--- src/servo_defines.svh ---
// Register offsets, field positions, reset values and timing figures of the setpoint servo
`ifndef SERVO_DEFINES_SVH
`define SERVO_DEFINES_SVH

// Register byte offsets
`define A_CTRL      8'h00
`define A_MODE      8'h04
`define A_VCMD      8'h08
`define A_SCALE     8'h0C
`define A_RATE      8'h10
`define A_TONMAX    8'h14
`define A_STAT      8'h18
`define A_VMAX      8'h1C
`define A_CEIL      8'h20
`define A_REF       8'h24

// Field positions
`define CTRL_ON     0
`define CTRL_MLO    1
`define CTRL_MHI    2
`define SERVO_BIT   6
`define BUSY_HI     6
`define BUSY_LO     5
`define ST_PSTAGE   0
`define ST_SSDONE   1
`define ST_SERVO    2
`define RISE_LSB    16

// Reset values
`define CTRL_RST    3'h0
`define MODE_RST    8'h00
`define VCMD_RST    16'h0D21
`define SCALE_UNITY 16'h0100
`define RATE_RST    16'h0064
`define RISE_RST    16'h03E8
`define TONMAX_RST  16'h0000
`define WARN_LO     16'h0000
`define WARN_HI     16'hFFFF

// Percentages of nominal, and their divisor
`define UV_PCT      8'd90
`define MLO_PCT     8'd95
`define MHI_PCT     8'd105
`define OV_PCT      8'd110
`define PCT_DEN     100

// Voltages in microvolts; one code is 297.5 uV, held in tenths of a microvolt
`define LSB_DUV     2975
`define UV2CODE(x)  ((x) * 10 / `LSB_DUV)
`define FB_NOM_UV   400000
`define CEIL_FIX_UV 3750000
`define FB_SPAN_UV  1200000
`define Q_FRAC      8

// Timing
`define CLK_NS      5
`define STEP_NS     100000
`define BUSY_MS     500
`define NS_PER_MS   1000000
`define RISE_SKIP_US 250
`define RATE_SKIP   4000
`define RATE_K      1000

`endif

--- src/servo_pkg.sv ---
// Types shared by the setpoint servo modules
package servo_pkg;
	// Rail sequencing states, Gray coded along off, rise, on, fall
	typedef enum logic [1:0] {
		RAIL_OFF  = 2'b00,
		RAIL_RISE = 2'b01,
		RAIL_ON   = 2'b11,
		RAIL_FALL = 2'b10
	} rail_state_t;
endpackage : servo_pkg

--- src/ramp_if.sv ---
// Signals between the rail sequencer and the setpoint ramp generator
`timescale 1ns/100ps
`default_nettype none
interface ramp_if;
	logic        tick;      // One pulse per ramp step period
	logic        skip;      // Jump straight to target on the next step
	logic        clear;     // Force the ramp to zero
	logic [15:0] step;      // Codes moved per step
	logic [15:0] target;    // Where the ramp heads
	logic [15:0] value;     // Present ramp value
	logic        at_target; // Ramp has arrived
	modport ctl (output tick, skip, clear, step, target, input value, at_target);
	modport gen (input tick, skip, clear, step, target, output value, at_target);
endinterface : ramp_if
`default_nettype wire

--- src/setpoint_ramp.sv ---
// Stepped digital ramp of the regulation target
`timescale 1ns/100ps
`default_nettype none
module setpoint_ramp (
	input  wire logic pclk,
	input  wire logic presetn,
	input  wire logic ce,
	ramp_if.gen       rif
);
	logic [15:0] value_reg;   // Ramp position
	logic [15:0] value_next;  // Next position
	logic        going_up;    // Target lies above
	logic [15:0] gap;         // Distance left

	assign going_up = rif.target > value_reg;
	assign gap = going_up ? rif.target - value_reg : value_reg - rif.target;
	assign rif.value = value_reg;
	assign rif.at_target = value_reg == rif.target;

	// Move one step per tick, never overshooting the target
	always_comb begin
		value_next = value_reg;
		if (rif.clear) begin
			value_next = '0;
		end else if (rif.tick) begin
			if (rif.skip || gap <= rif.step) begin
				value_next = rif.target;
			end else if (going_up) begin
				value_next = value_reg + rif.step;
			end else begin
				value_next = value_reg - rif.step;
			end
		end
	end

	// Ramp register, frozen while ce is low
	always_ff @(posedge pclk or negedge presetn) begin
		if (!presetn) begin
			value_reg <= '0;
		end else if (ce) begin
			value_reg <= value_next;
		end
	end
endmodule : setpoint_ramp
`default_nettype wire

--- src/output_voltage_setpoint_ramp_servo.sv ---
// Output voltage setpoint control: divider or bus mode, soft ramps, ADC servo, APB registers
//
// Function
// - Divider mode limits: -10, -5, +5, +10 percent
// - Warning limits effectively disabled by default
// - Margin high or low selectable in divider mode
// - Divider mode: rate applies at feedback node
// - Bus mode: rate applies to output itself
// - Scale value never changed while rail runs
// - Scale write: busy recompute, defer voltage commands
// - Read-only maximum from scale, capped by ceiling; fixed and uncapped with FIXED_SCALE
// - Servo steps reference one code per conversion
// - Servo needs bit, soft-start done, no faults
// - Servo waits turn-on limit; zero means immediate
// - Servo bit accepted before or during run
// - Run pin released after init and input good
// - Soft-start ramps target from zero to final
// - Ramp steps at most once per 100 us
// - Skip soft-start at 4 V/ms or rise under 250 us
// - Soft-off ramp on run low or command off
// - Power stage off at end of soft-off
// - fault_off turns phases off at once, no ramp
`include "servo_defines.svh"
`timescale 1ns/100ps
`default_nettype none
module output_voltage_setpoint_ramp_servo #(
	parameter int          STEP_CYCLES = `STEP_NS / `CLK_NS,
	parameter int          BUSY_CYCLES = `BUSY_MS * `NS_PER_MS / `CLK_NS,
	parameter bit          FIXED_SCALE = 1'b0,
	parameter logic [15:0] CEIL_CODE   = 16'h3000
) (
	input  wire logic        pclk,
	input  wire logic        presetn,
	input  wire logic        ce,
	input  wire logic        psel,
	input  wire logic        penable,
	input  wire logic        pwrite,
	input  wire logic [7:0]  paddr,
	input  wire logic [31:0] pwdata,
	output var  logic [31:0] prdata,
	output      logic        pready,
	output      logic        pslverr,
	input  wire logic        run_in,
	output      logic        run_out,
	output      logic        run_oe_n,
	input  wire logic        init_done,
	input  wire logic        vin_ok,
	input  wire logic        uv_fault,
	input  wire logic        oc_fault,
	input  wire logic        fault_off,
	input  wire logic        adc_valid,
	input  wire logic [15:0] adc_code,
	output var  logic [15:0] error_amplifier_ref,
	output      logic        pstage_en,
	output var  logic [15:0] uv_fault_limit,
	output var  logic [15:0] ov_fault_limit,
	output      logic [15:0] uv_warn_limit,
	output      logic [15:0] ov_warn_limit
);
	////////////////////////////////////////////////////////////////////////////////
	// Constants and helpers

	localparam logic [15:0] FB_NOM_CODE  = 16'(`UV2CODE(`FB_NOM_UV));   // Feedback nominal
	localparam logic [15:0] CEIL_FIXED   = 16'(`UV2CODE(`CEIL_FIX_UV)); // Fixed-scale maximum
	localparam logic [31:0] FB_SPAN_CODE = 32'(`UV2CODE(`FB_SPAN_UV));  // Feedback headroom
	localparam logic [31:0] STEP_LAST    = 32'(STEP_CYCLES - 1);       // Tick counter wrap
	localparam logic [31:0] BUSY_LOAD    = 32'(BUSY_CYCLES);           // Recompute time

	// Percentage of a code value
	function automatic logic [15:0] pct(input logic [15:0] v, input logic [7:0] p);
		pct = 16'((32'(v) * 32'(p)) / `PCT_DEN);
	endfunction : pct

	// Output-domain code to feedback-domain code through the Q8.8 scale
	function automatic logic [15:0] to_ref(input logic [15:0] v, input logic [15:0] s);
		if (s == '0) begin
			to_ref = v;
		end else begin
			to_ref = 16'((32'(v) << `Q_FRAC) / 32'(s));
		end
	endfunction : to_ref

	////////////////////////////////////////////////////////////////////////////////
	// Declarations

	logic        run_s1, run_s2;      // Run pin synchroniser
	logic        vin_s1, vin_s2;      // Input-good synchroniser
	logic [2:0]  ctrl_reg;            // On and margin select
	logic [7:0]  mode_reg;            // servo_mode_config
	logic [15:0] vcmd_reg;            // Output voltage command
	logic [15:0] scale_reg;           // Scale-loop ratio, Q8.8
	logic [15:0] rate_reg;            // Transition rate, mV/ms
	logic [15:0] rise_reg;            // Rise time, us
	logic [15:0] tonmax_reg;          // Turn-on limit, in steps
	logic [31:0] busy_cnt_reg;        // Recompute countdown
	logic        pend_valid_reg;      // Deferred write held
	logic [7:0]  pend_addr_reg;       // Its address
	logic [31:0] pend_data_reg;       // Its data
	logic [31:0] tick_cnt_reg;        // Step period counter
	logic [15:0] ton_cnt_reg;         // Steps since turn-on
	logic signed [15:0] trim_reg;     // Servo correction
	servo_pkg::rail_state_t state_reg, state_next;
	ramp_if rif ();

	////////////////////////////////////////////////////////////////////////////////
	// APB decode

	wire setup    = psel & ~penable;
	wire access   = psel & penable;
	wire a_ctrl   = paddr == `A_CTRL;
	wire a_mode   = paddr == `A_MODE;
	wire a_vcmd   = paddr == `A_VCMD;
	wire a_scale  = paddr == `A_SCALE;
	wire a_rate   = paddr == `A_RATE;
	wire a_tonmax = paddr == `A_TONMAX;
	wire mapped   = a_ctrl | a_mode | a_vcmd | a_scale | a_rate | a_tonmax | paddr == `A_STAT
		| paddr == `A_VMAX | paddr == `A_CEIL | paddr == `A_REF;
	wire busy     = busy_cnt_reg != '0;
	wire vrel     = a_ctrl | a_vcmd | a_rate;                      // Voltage-related writes
	wire stall    = access & pwrite & vrel & busy & pend_valid_reg; // Second deferral waits
	wire wr       = access & pwrite & mapped & ~stall;
	wire defer    = wr & vrel & busy;
	wire direct   = wr & ~defer;
	wire apply    = pend_valid_reg & ~busy;                         // Release after recompute
	wire p_ctrl   = pend_addr_reg == `A_CTRL;
	wire p_vcmd   = pend_addr_reg == `A_VCMD;
	wire p_rate   = pend_addr_reg == `A_RATE;

	assign pready  = ~stall;
	assign pslverr = access & ~mapped;

	////////////////////////////////////////////////////////////////////////////////
	// Setpoint arithmetic

	wire rail_idle = state_reg == servo_pkg::RAIL_OFF;
	wire full_bus  = scale_reg != `SCALE_UNITY;
	wire [31:0] vmax_calc = (32'(scale_reg) * FB_SPAN_CODE) >> `Q_FRAC;
	// Maximum from scale, capped by the absolute ceiling; CEIL_FIXED, uncapped, with FIXED_SCALE
	wire [15:0] vout_max = FIXED_SCALE ? CEIL_FIXED
		: (vmax_calc > 32'(CEIL_CODE)) ? CEIL_CODE : vmax_calc[15:0];
	wire [15:0] vcmd_cl  = vcmd_reg > vout_max ? vout_max : vcmd_reg;
	// Divider mode regulates the feedback nominal, bus mode the command
	wire [15:0] nominal  = full_bus ? vcmd_cl : FB_NOM_CODE;
	wire [15:0] margined = ctrl_reg[`CTRL_MLO] ? pct(nominal, `MLO_PCT)
		: ctrl_reg[`CTRL_MHI] ? pct(nominal, `MHI_PCT) : nominal;
	// Rate per step: mV/ms times 0.1 ms over 297.5 uV
	wire [31:0] step_raw = (32'(rate_reg) * `RATE_K) / `LSB_DUV;
	wire        rate_skip = rate_reg >= 16'(`RATE_SKIP);
	wire        rise_skip = rise_reg < 16'(`RISE_SKIP_US);

	////////////////////////////////////////////////////////////////////////////////
	// Rail sequencing conditions

	wire released = init_done & vin_s2;
	wire want_on  = run_s2 & ctrl_reg[`CTRL_ON] & released & ~busy;
	wire fault_any = fault_off;
	wire tick     = tick_cnt_reg == STEP_LAST;
	wire ss_done  = state_reg == servo_pkg::RAIL_ON;
	wire ton_done = tonmax_reg == '0 || ton_cnt_reg >= tonmax_reg;
	wire servo_on = mode_reg[`SERVO_BIT] & ss_done & ~uv_fault & ~oc_fault & ton_done;
	wire ramp_up  = state_reg == servo_pkg::RAIL_RISE || state_reg == servo_pkg::RAIL_ON;

	assign run_out  = 1'b0;
	assign run_oe_n = released;
	// Phases off at once on a fault, without waiting for the ramp
	assign pstage_en = ~rail_idle & ~fault_any;
	assign uv_warn_limit = `WARN_LO;
	assign ov_warn_limit = `WARN_HI;

	////////////////////////////////////////////////////////////////////////////////
	// Ramp generator control

	// Ramp domain is the feedback node in divider mode, the output in bus mode
	assign rif.tick   = tick;
	assign rif.target = ramp_up ? margined : '0;
	assign rif.step   = step_raw == '0 ? 16'h0001 : step_raw[15:0];
	assign rif.skip   = rate_skip | (state_reg == servo_pkg::RAIL_RISE & rise_skip);
	assign rif.clear  = rail_idle | fault_any;

	setpoint_ramp u_ramp (
		.pclk    (pclk),
		.presetn (presetn),
		.ce      (ce),
		.rif     (rif.gen)
	);

	////////////////////////////////////////////////////////////////////////////////
	// Rail state machine

	always_comb begin
		state_next = state_reg;
		if (fault_any) begin
			// Fault drops the rail with no soft-off
			state_next = servo_pkg::RAIL_OFF;
		end else begin
			unique case (state_reg)
				servo_pkg::RAIL_OFF: begin
					if (want_on) begin
						state_next = servo_pkg::RAIL_RISE;
					end
				end
				servo_pkg::RAIL_RISE: begin
					if (!want_on) begin
						state_next = servo_pkg::RAIL_FALL;
					end else if (rif.at_target) begin
						state_next = servo_pkg::RAIL_ON;
					end
				end
				servo_pkg::RAIL_ON: begin
					if (!want_on) begin
						state_next = servo_pkg::RAIL_FALL;
					end
				end
				servo_pkg::RAIL_FALL: begin
					if (want_on) begin
						state_next = servo_pkg::RAIL_RISE;
					end else if (rif.at_target) begin
						// Stage off at ramp end whatever the output does
						state_next = servo_pkg::RAIL_OFF;
					end
				end
			endcase
		end
	end

	////////////////////////////////////////////////////////////////////////////////
	// Pin synchronisers

	always_ff @(posedge pclk or negedge presetn) begin
		if (!presetn) begin
			run_s1 <= 1'b0;
			run_s2 <= 1'b0;
			vin_s1 <= 1'b0;
			vin_s2 <= 1'b0;
		end else if (ce) begin
			run_s1 <= run_in;
			run_s2 <= run_s1;
			vin_s1 <= vin_ok;
			vin_s2 <= vin_s1;
		end
	end

	////////////////////////////////////////////////////////////////////////////////
	// Sequencing registers and step timers

	always_ff @(posedge pclk or negedge presetn) begin
		if (!presetn) begin
			state_reg    <= servo_pkg::RAIL_OFF;
			tick_cnt_reg <= '0;
			ton_cnt_reg  <= '0;
		end else if (ce) begin
			state_reg    <= state_next;
			tick_cnt_reg <= tick ? '0 : tick_cnt_reg + 32'h0000_0001;
			// Turn-on timer runs in whole steps while rising or on
			if (!ramp_up) begin
				ton_cnt_reg <= '0;
			end else if (tick && !ton_done) begin
				ton_cnt_reg <= ton_cnt_reg + 16'h0001;
			end
		end
	end

	////////////////////////////////////////////////////////////////////////////////
	// Servo trim: one code per conversion toward the commanded reading

	always_ff @(posedge pclk or negedge presetn) begin
		if (!presetn) begin
			trim_reg <= '0;
		end else if (ce) begin
			if (rail_idle || fault_any) begin
				trim_reg <= '0;
			end else if (adc_valid && servo_on) begin
				if (adc_code < margined) begin
					trim_reg <= trim_reg + 16'sh0001;
				end else if (adc_code > margined) begin
					trim_reg <= trim_reg - 16'sh0001;
				end
			end
		end
	end

	////////////////////////////////////////////////////////////////////////////////
	// Reference and limit outputs

	wire [15:0] base_ref = full_bus ? to_ref(rif.value, scale_reg) : rif.value;
	wire [15:0] ref_sum  = 16'($signed({1'b0, base_ref}) + 17'(trim_reg));

	always_ff @(posedge pclk or negedge presetn) begin
		if (!presetn) begin
			error_amplifier_ref <= '0;
			uv_fault_limit      <= '0;
			ov_fault_limit      <= '0;
		end else if (ce) begin
			error_amplifier_ref <= fault_any ? '0 : ref_sum;
			uv_fault_limit      <= pct(nominal, `UV_PCT);
			ov_fault_limit      <= pct(nominal, `OV_PCT);
		end
	end

	////////////////////////////////////////////////////////////////////////////////
	// Register writes, control, command and rate ones deferred during scale recompute

	always_ff @(posedge pclk or negedge presetn) begin
		if (!presetn) begin
			ctrl_reg       <= `CTRL_RST;
			mode_reg       <= `MODE_RST;
			vcmd_reg       <= `VCMD_RST;
			scale_reg      <= `SCALE_UNITY;
			rate_reg       <= `RATE_RST;
			rise_reg       <= `RISE_RST;
			tonmax_reg     <= `TONMAX_RST;
			busy_cnt_reg   <= '0;
			pend_valid_reg <= 1'b0;
			pend_addr_reg  <= '0;
			pend_data_reg  <= '0;
		end else if (ce) begin
			// Held write goes in once recompute ends
			if (apply) begin
				pend_valid_reg <= 1'b0;
				if (p_ctrl) begin
					ctrl_reg <= pend_data_reg[2:0];
				end
				if (p_vcmd) begin
					vcmd_reg <= pend_data_reg[15:0];
				end
				if (p_rate) begin
					rate_reg <= pend_data_reg[15:0];
					rise_reg <= pend_data_reg[31:`RISE_LSB];
				end
			end
			if (defer) begin
				pend_valid_reg <= 1'b1;
				pend_addr_reg  <= paddr;
				pend_data_reg  <= pwdata;
			end
			// Direct writes, later than any applied held write
			if (direct && a_ctrl) begin
				ctrl_reg <= pwdata[2:0];
			end
			if (direct && a_mode) begin
				mode_reg <= pwdata[7:0];
			end
			if (direct && a_vcmd) begin
				vcmd_reg <= pwdata[15:0];
			end
			if (direct && a_rate) begin
				rate_reg <= pwdata[15:0];
				rise_reg <= pwdata[31:`RISE_LSB];
			end
			if (direct && a_tonmax) begin
				tonmax_reg <= pwdata[15:0];
			end
			// Scale only taken with the rail off; starts recompute
			if (direct && a_scale && rail_idle) begin
				scale_reg    <= pwdata[15:0];
				busy_cnt_reg <= BUSY_LOAD;
			end else if (busy) begin
				busy_cnt_reg <= busy_cnt_reg - 32'h0000_0001;
			end
		end
	end

	////////////////////////////////////////////////////////////////////////////////
	// Register reads, captured in the setup phase

	wire [31:0] stat_val = {25'h000_0000, busy, busy, 2'b00, servo_on, ss_done, pstage_en};
	wire [31:0] rd_val =
		a_ctrl   ? {29'h0000_0000, ctrl_reg} :
		a_mode   ? {24'h00_0000, mode_reg} :
		a_vcmd   ? {16'h0000, vcmd_reg} :
		a_scale  ? {16'h0000, scale_reg} :
		a_rate   ? {rise_reg, rate_reg} :
		a_tonmax ? {16'h0000, tonmax_reg} :
		paddr == `A_STAT ? stat_val :
		paddr == `A_VMAX ? {16'h0000, vout_max} :
		paddr == `A_CEIL ? {16'h0000, CEIL_CODE} :
		paddr == `A_REF  ? {16'h0000, error_amplifier_ref} : 32'h0000_0000;

	always_ff @(posedge pclk or negedge presetn) begin
		if (!presetn) begin
			prdata <= '0;
		end else if (ce && setup) begin
			prdata <= pwrite ? '0 : rd_val;
		end
	end
endmodule : output_voltage_setpoint_ramp_servo
`default_nettype wire

--- config.mk ---
export PLATFORM = sky130hd
export DESIGN_NAME = output_voltage_setpoint_ramp_servo
export DESIGN_NICKNAME = d
export VERILOG_FILES = /design/src/servo_pkg.sv /design/src/ramp_if.sv /design/src/setpoint_ramp.sv /design/src/output_voltage_setpoint_ramp_servo.sv
export VERILOG_INCLUDE_DIRS = /design/src /design/src/src
export SDC_FILE = /design/constraint.sdc
export NUM_CORES = 2
export LEC_CHECK = 0
export BUFFER_PORTS_ARGS = -buffer_cell sky130_fd_sc_hd__buf_2
export CORE_AREA = 2 2 431 433
export DETAILED_ROUTE_END_ITERATION = 16
export DIE_AREA = 0 0 433 435
export PLACE_DENSITY = 0.65
export SKIP_LAST_GASP = 1
export SLEW_MARGIN = 5
export SYNTH_ARGS = -nofsm -noshare
export SYNTH_HDL_FRONTEND = slang
export SYNTH_SLANG_ARGS = --single-unit
--- constraint.sdc ---
create_clock -name pclk -period 123.8 [get_ports pclk]
set_input_delay 12.38 -clock pclk [delete_from_list [all_inputs] [get_ports pclk]]
set_output_delay 12.38 -clock pclk [all_outputs]
set_load 0.01 [all_outputs]
==> impl_metrics.yaml <==
status:
  outcome: "completed"
critical_path:
  crit_slowest_cell: "o21ai_1"
  crit_buf_inv: 18
  cp_slowest_stage_delay_ps: 580
  cp-start-kind: "flip-flop"
  cp.required_ps: 124260
  worstPathArrival_ps: 112060
  path_delay_family: "compound AO/OA/AOI/OAI gates"
  path_class: "flip-flop to flip-flop"
  reg2reg_setup_slack_ps: 12200
  crit_top_cell: "o21a_1"
  crit_fanout: 42
  end_kind: "flip-flop"
synth:
  yosys_warnings: 0
  ys_seq_area_frac: 0.0906
  synth_common_cells: "nand2_1, nor2_1, ha_1"
  synth_area_leaders: "ha_1, dfrtp_1, xnor2_1, fa_1, nand2_1"
  synth_flop_cell: "dfrtp_1"
  async_flop_share: 1.00
  ys_ff_latch: 330
  synth_top_area_share: 0.113
  synth-edff-count: 0
  synth_top_cell_by_area: "ha_1"
  netlist_area_um2: 91400
  netlist-cell-type-count: 172
  syn_avg_cell_area_um2: 7.42
  synthCells: 12300
  yosys.cell_count.top_type: "nand2_1"
floorplan:
  die_h_um: 435
  start_util: 0.497
  die_x_um: 433
  ios: 186
  core-area_um2: 184000
  rows: 158
  die_area_um2: 188000
sta:
  tightest_slew_ps: 1280
  rsz0062_at_grt: "false"
  setup_viol: 0
  fin_crit_sh: 0.901
  drv_slew: 0
  max_freq_mhz: 8.96
  max-slew-margin-rel: 0.137
  hold_viol: 0
  fin_skew_ps: 71.7
  period_needed_ps: 111600
  final.setup.tns_ps: 0
  finalWorstSetupSlack_ps: 12200
layout:
  seqCellArea_um2: 8280
  layout-drive-gt1-share: 0.0880
  multiInputGateArea_um2: 79100
  area_growth_pct: 4.81
  layout.nets: 13400
  fill_cells: 18100
clock_tree:
  cts-resized-gates: 0
  cts.path.max_buffers: 3
  postCtsHoldBufs: 0
  cts_setup_buffers: 0
  tritoncts: "done"
  clk_pin_slew_ps: 70
  clock_latency_ps: 660
  clock-sinks: 330
  cts_made_buffers: 40
  cts_root_buf: "clkbuf_16"
  htree_num_levels: 2
global_route:
  grt_start_max_net_pins: 141
  antenna_found_initial: 5
  grt_pass1_wl_um: 500000
  grt_pass1_vias: 90100
  grtUsageTotal: 0.322
  grt-ovfl-total: 0
min_path:
  hold_path_class: "flip-flop to flip-flop"
pwr:
  p_per_area_nw_per_um2: 2.79
  p_leak_nw: 43.0
  ir_drop_uv: 9.64
  p_total_mw: 0.268
place:
  place_ws_ps: 13790
  hpwl_um: 255000
  port_buffers: 152
  globalplace.congestion: 0.981
routing:
  route.vias.total: 96600
  drt_pass1_iterations: 6
  drtIter0Drc: 8943
  drt_wl_total_um: 318000
  antenna_left: 0
  vias_per_cell: 6.55
  routedWlPerCell_um: 21.5
  drc: 0
flow_run:
  maxCapViolCount: 0
cells by family (layout without fill, tap and decap cells):
logic type | count (synthesis) | after routing | synth area share
AOI/OAI and AO/OA | 3955 | 3955 | 0.306
xor gates and xnor gates | 832 | 832 | 0.0812
adders and majority gates | 1074 | 1074 | 0.166
buffers and inverters | 1031 | 938 | 0.0470
DFF | 330 | 330 | 0.0906
muxes | 449 | 449 | 0.0527
other | 2 | 45 | 0.0000822
and+or+nand+nor | 4648 | 4648 | 0.256
path summary, 6_finish.rpt:
kind / cells after the start / end / startpoint
max: 540 / error_amplifier_ref[15] / scale_reg[9]
min: 1 / prdata[13] / prdata[13]
max reg2reg: 540 / error_amplifier_ref[15] / scale_reg[9]
min reg2reg: 1 / prdata[13] / prdata[13]
max in group asynchronous: 3 / trim_reg[15] / presetn
min in group asynchronous: 1 / ov_fault_limit[6] / presetn
layout make-up:
class / instances / area share
flip-flops and latches: 330 / 0.0864
multi-input cells: 11000 / 0.826
clock inverters: 17 / 0.00123
diodes: 3 / 0.0000784
well taps: 2480 / 0.0324
inverters: 564 / 0.0221
clock buffers: 56 / 0.0118
repair buffers: 301 / 0.0199
per-layer routing:
metal	GRT usage	routed length [um]	up-vias	share of wire
met2	0.518	142000	3509	0.45
li1	-	-	46200	-
met1	0.443	142000	46300	0.45
met5	0	46	-	0.00014
met3	0.0411	21400	568	0.067
met4	0.107	11900	8	0.037
placed cells by master (no fill, tap or decap), types with 238 or more instances in the layout:
cell type / Yosys / routed
nor2_1: 1064 / 1058
a21oi_1: 734 / 732
inv_1: 550 / 550
dfrtp_1: 315 / 315
a21o_1: 289 / 289
fa_1: 238 / 238
xnor2_1: 609 / 609
nand2_1: 1130 / 1130
nor3_1: 581 / 572
o21a_1: 356 / 356
ha_1: 826 / 826
o21ai_0: 688 / 685
nand3_1: 394 / 394
power breakdown:
group          internal (mW)  switching [mW]  leakage (nW)
combinational         0.0109          0.0178          38.0
clock                 0.0644          0.0536         0.613
sequential             0.114         0.00676          4.33
total                  0.189          0.0782          43.0
worst register-to-register path: cells and delay by family, from the launching register on:
family	cells	cell delay, ps
adders and majority gates	33	10290
DFF	1	520
and+or+nand+nor	98	16920
AOI/OAI and AO/OA	381	76720
xor gates and xnor gates	2	290
buffers and inverters	18	4310
muxes	8	2390
stage by stage:
step	utilization	hold WS [ps]	std cells	instance area, um2
after floorplan	-	451	12400	91500
after global placement	0.514	460	14700	94500
after detailed placement	0.514	464	14700	94500
after CTS	0.520	480	14700	95800
after global routing	0.520	491	14700	95800
final	0.520	477	14800	95800
Power figures use the tool's default switching activity.
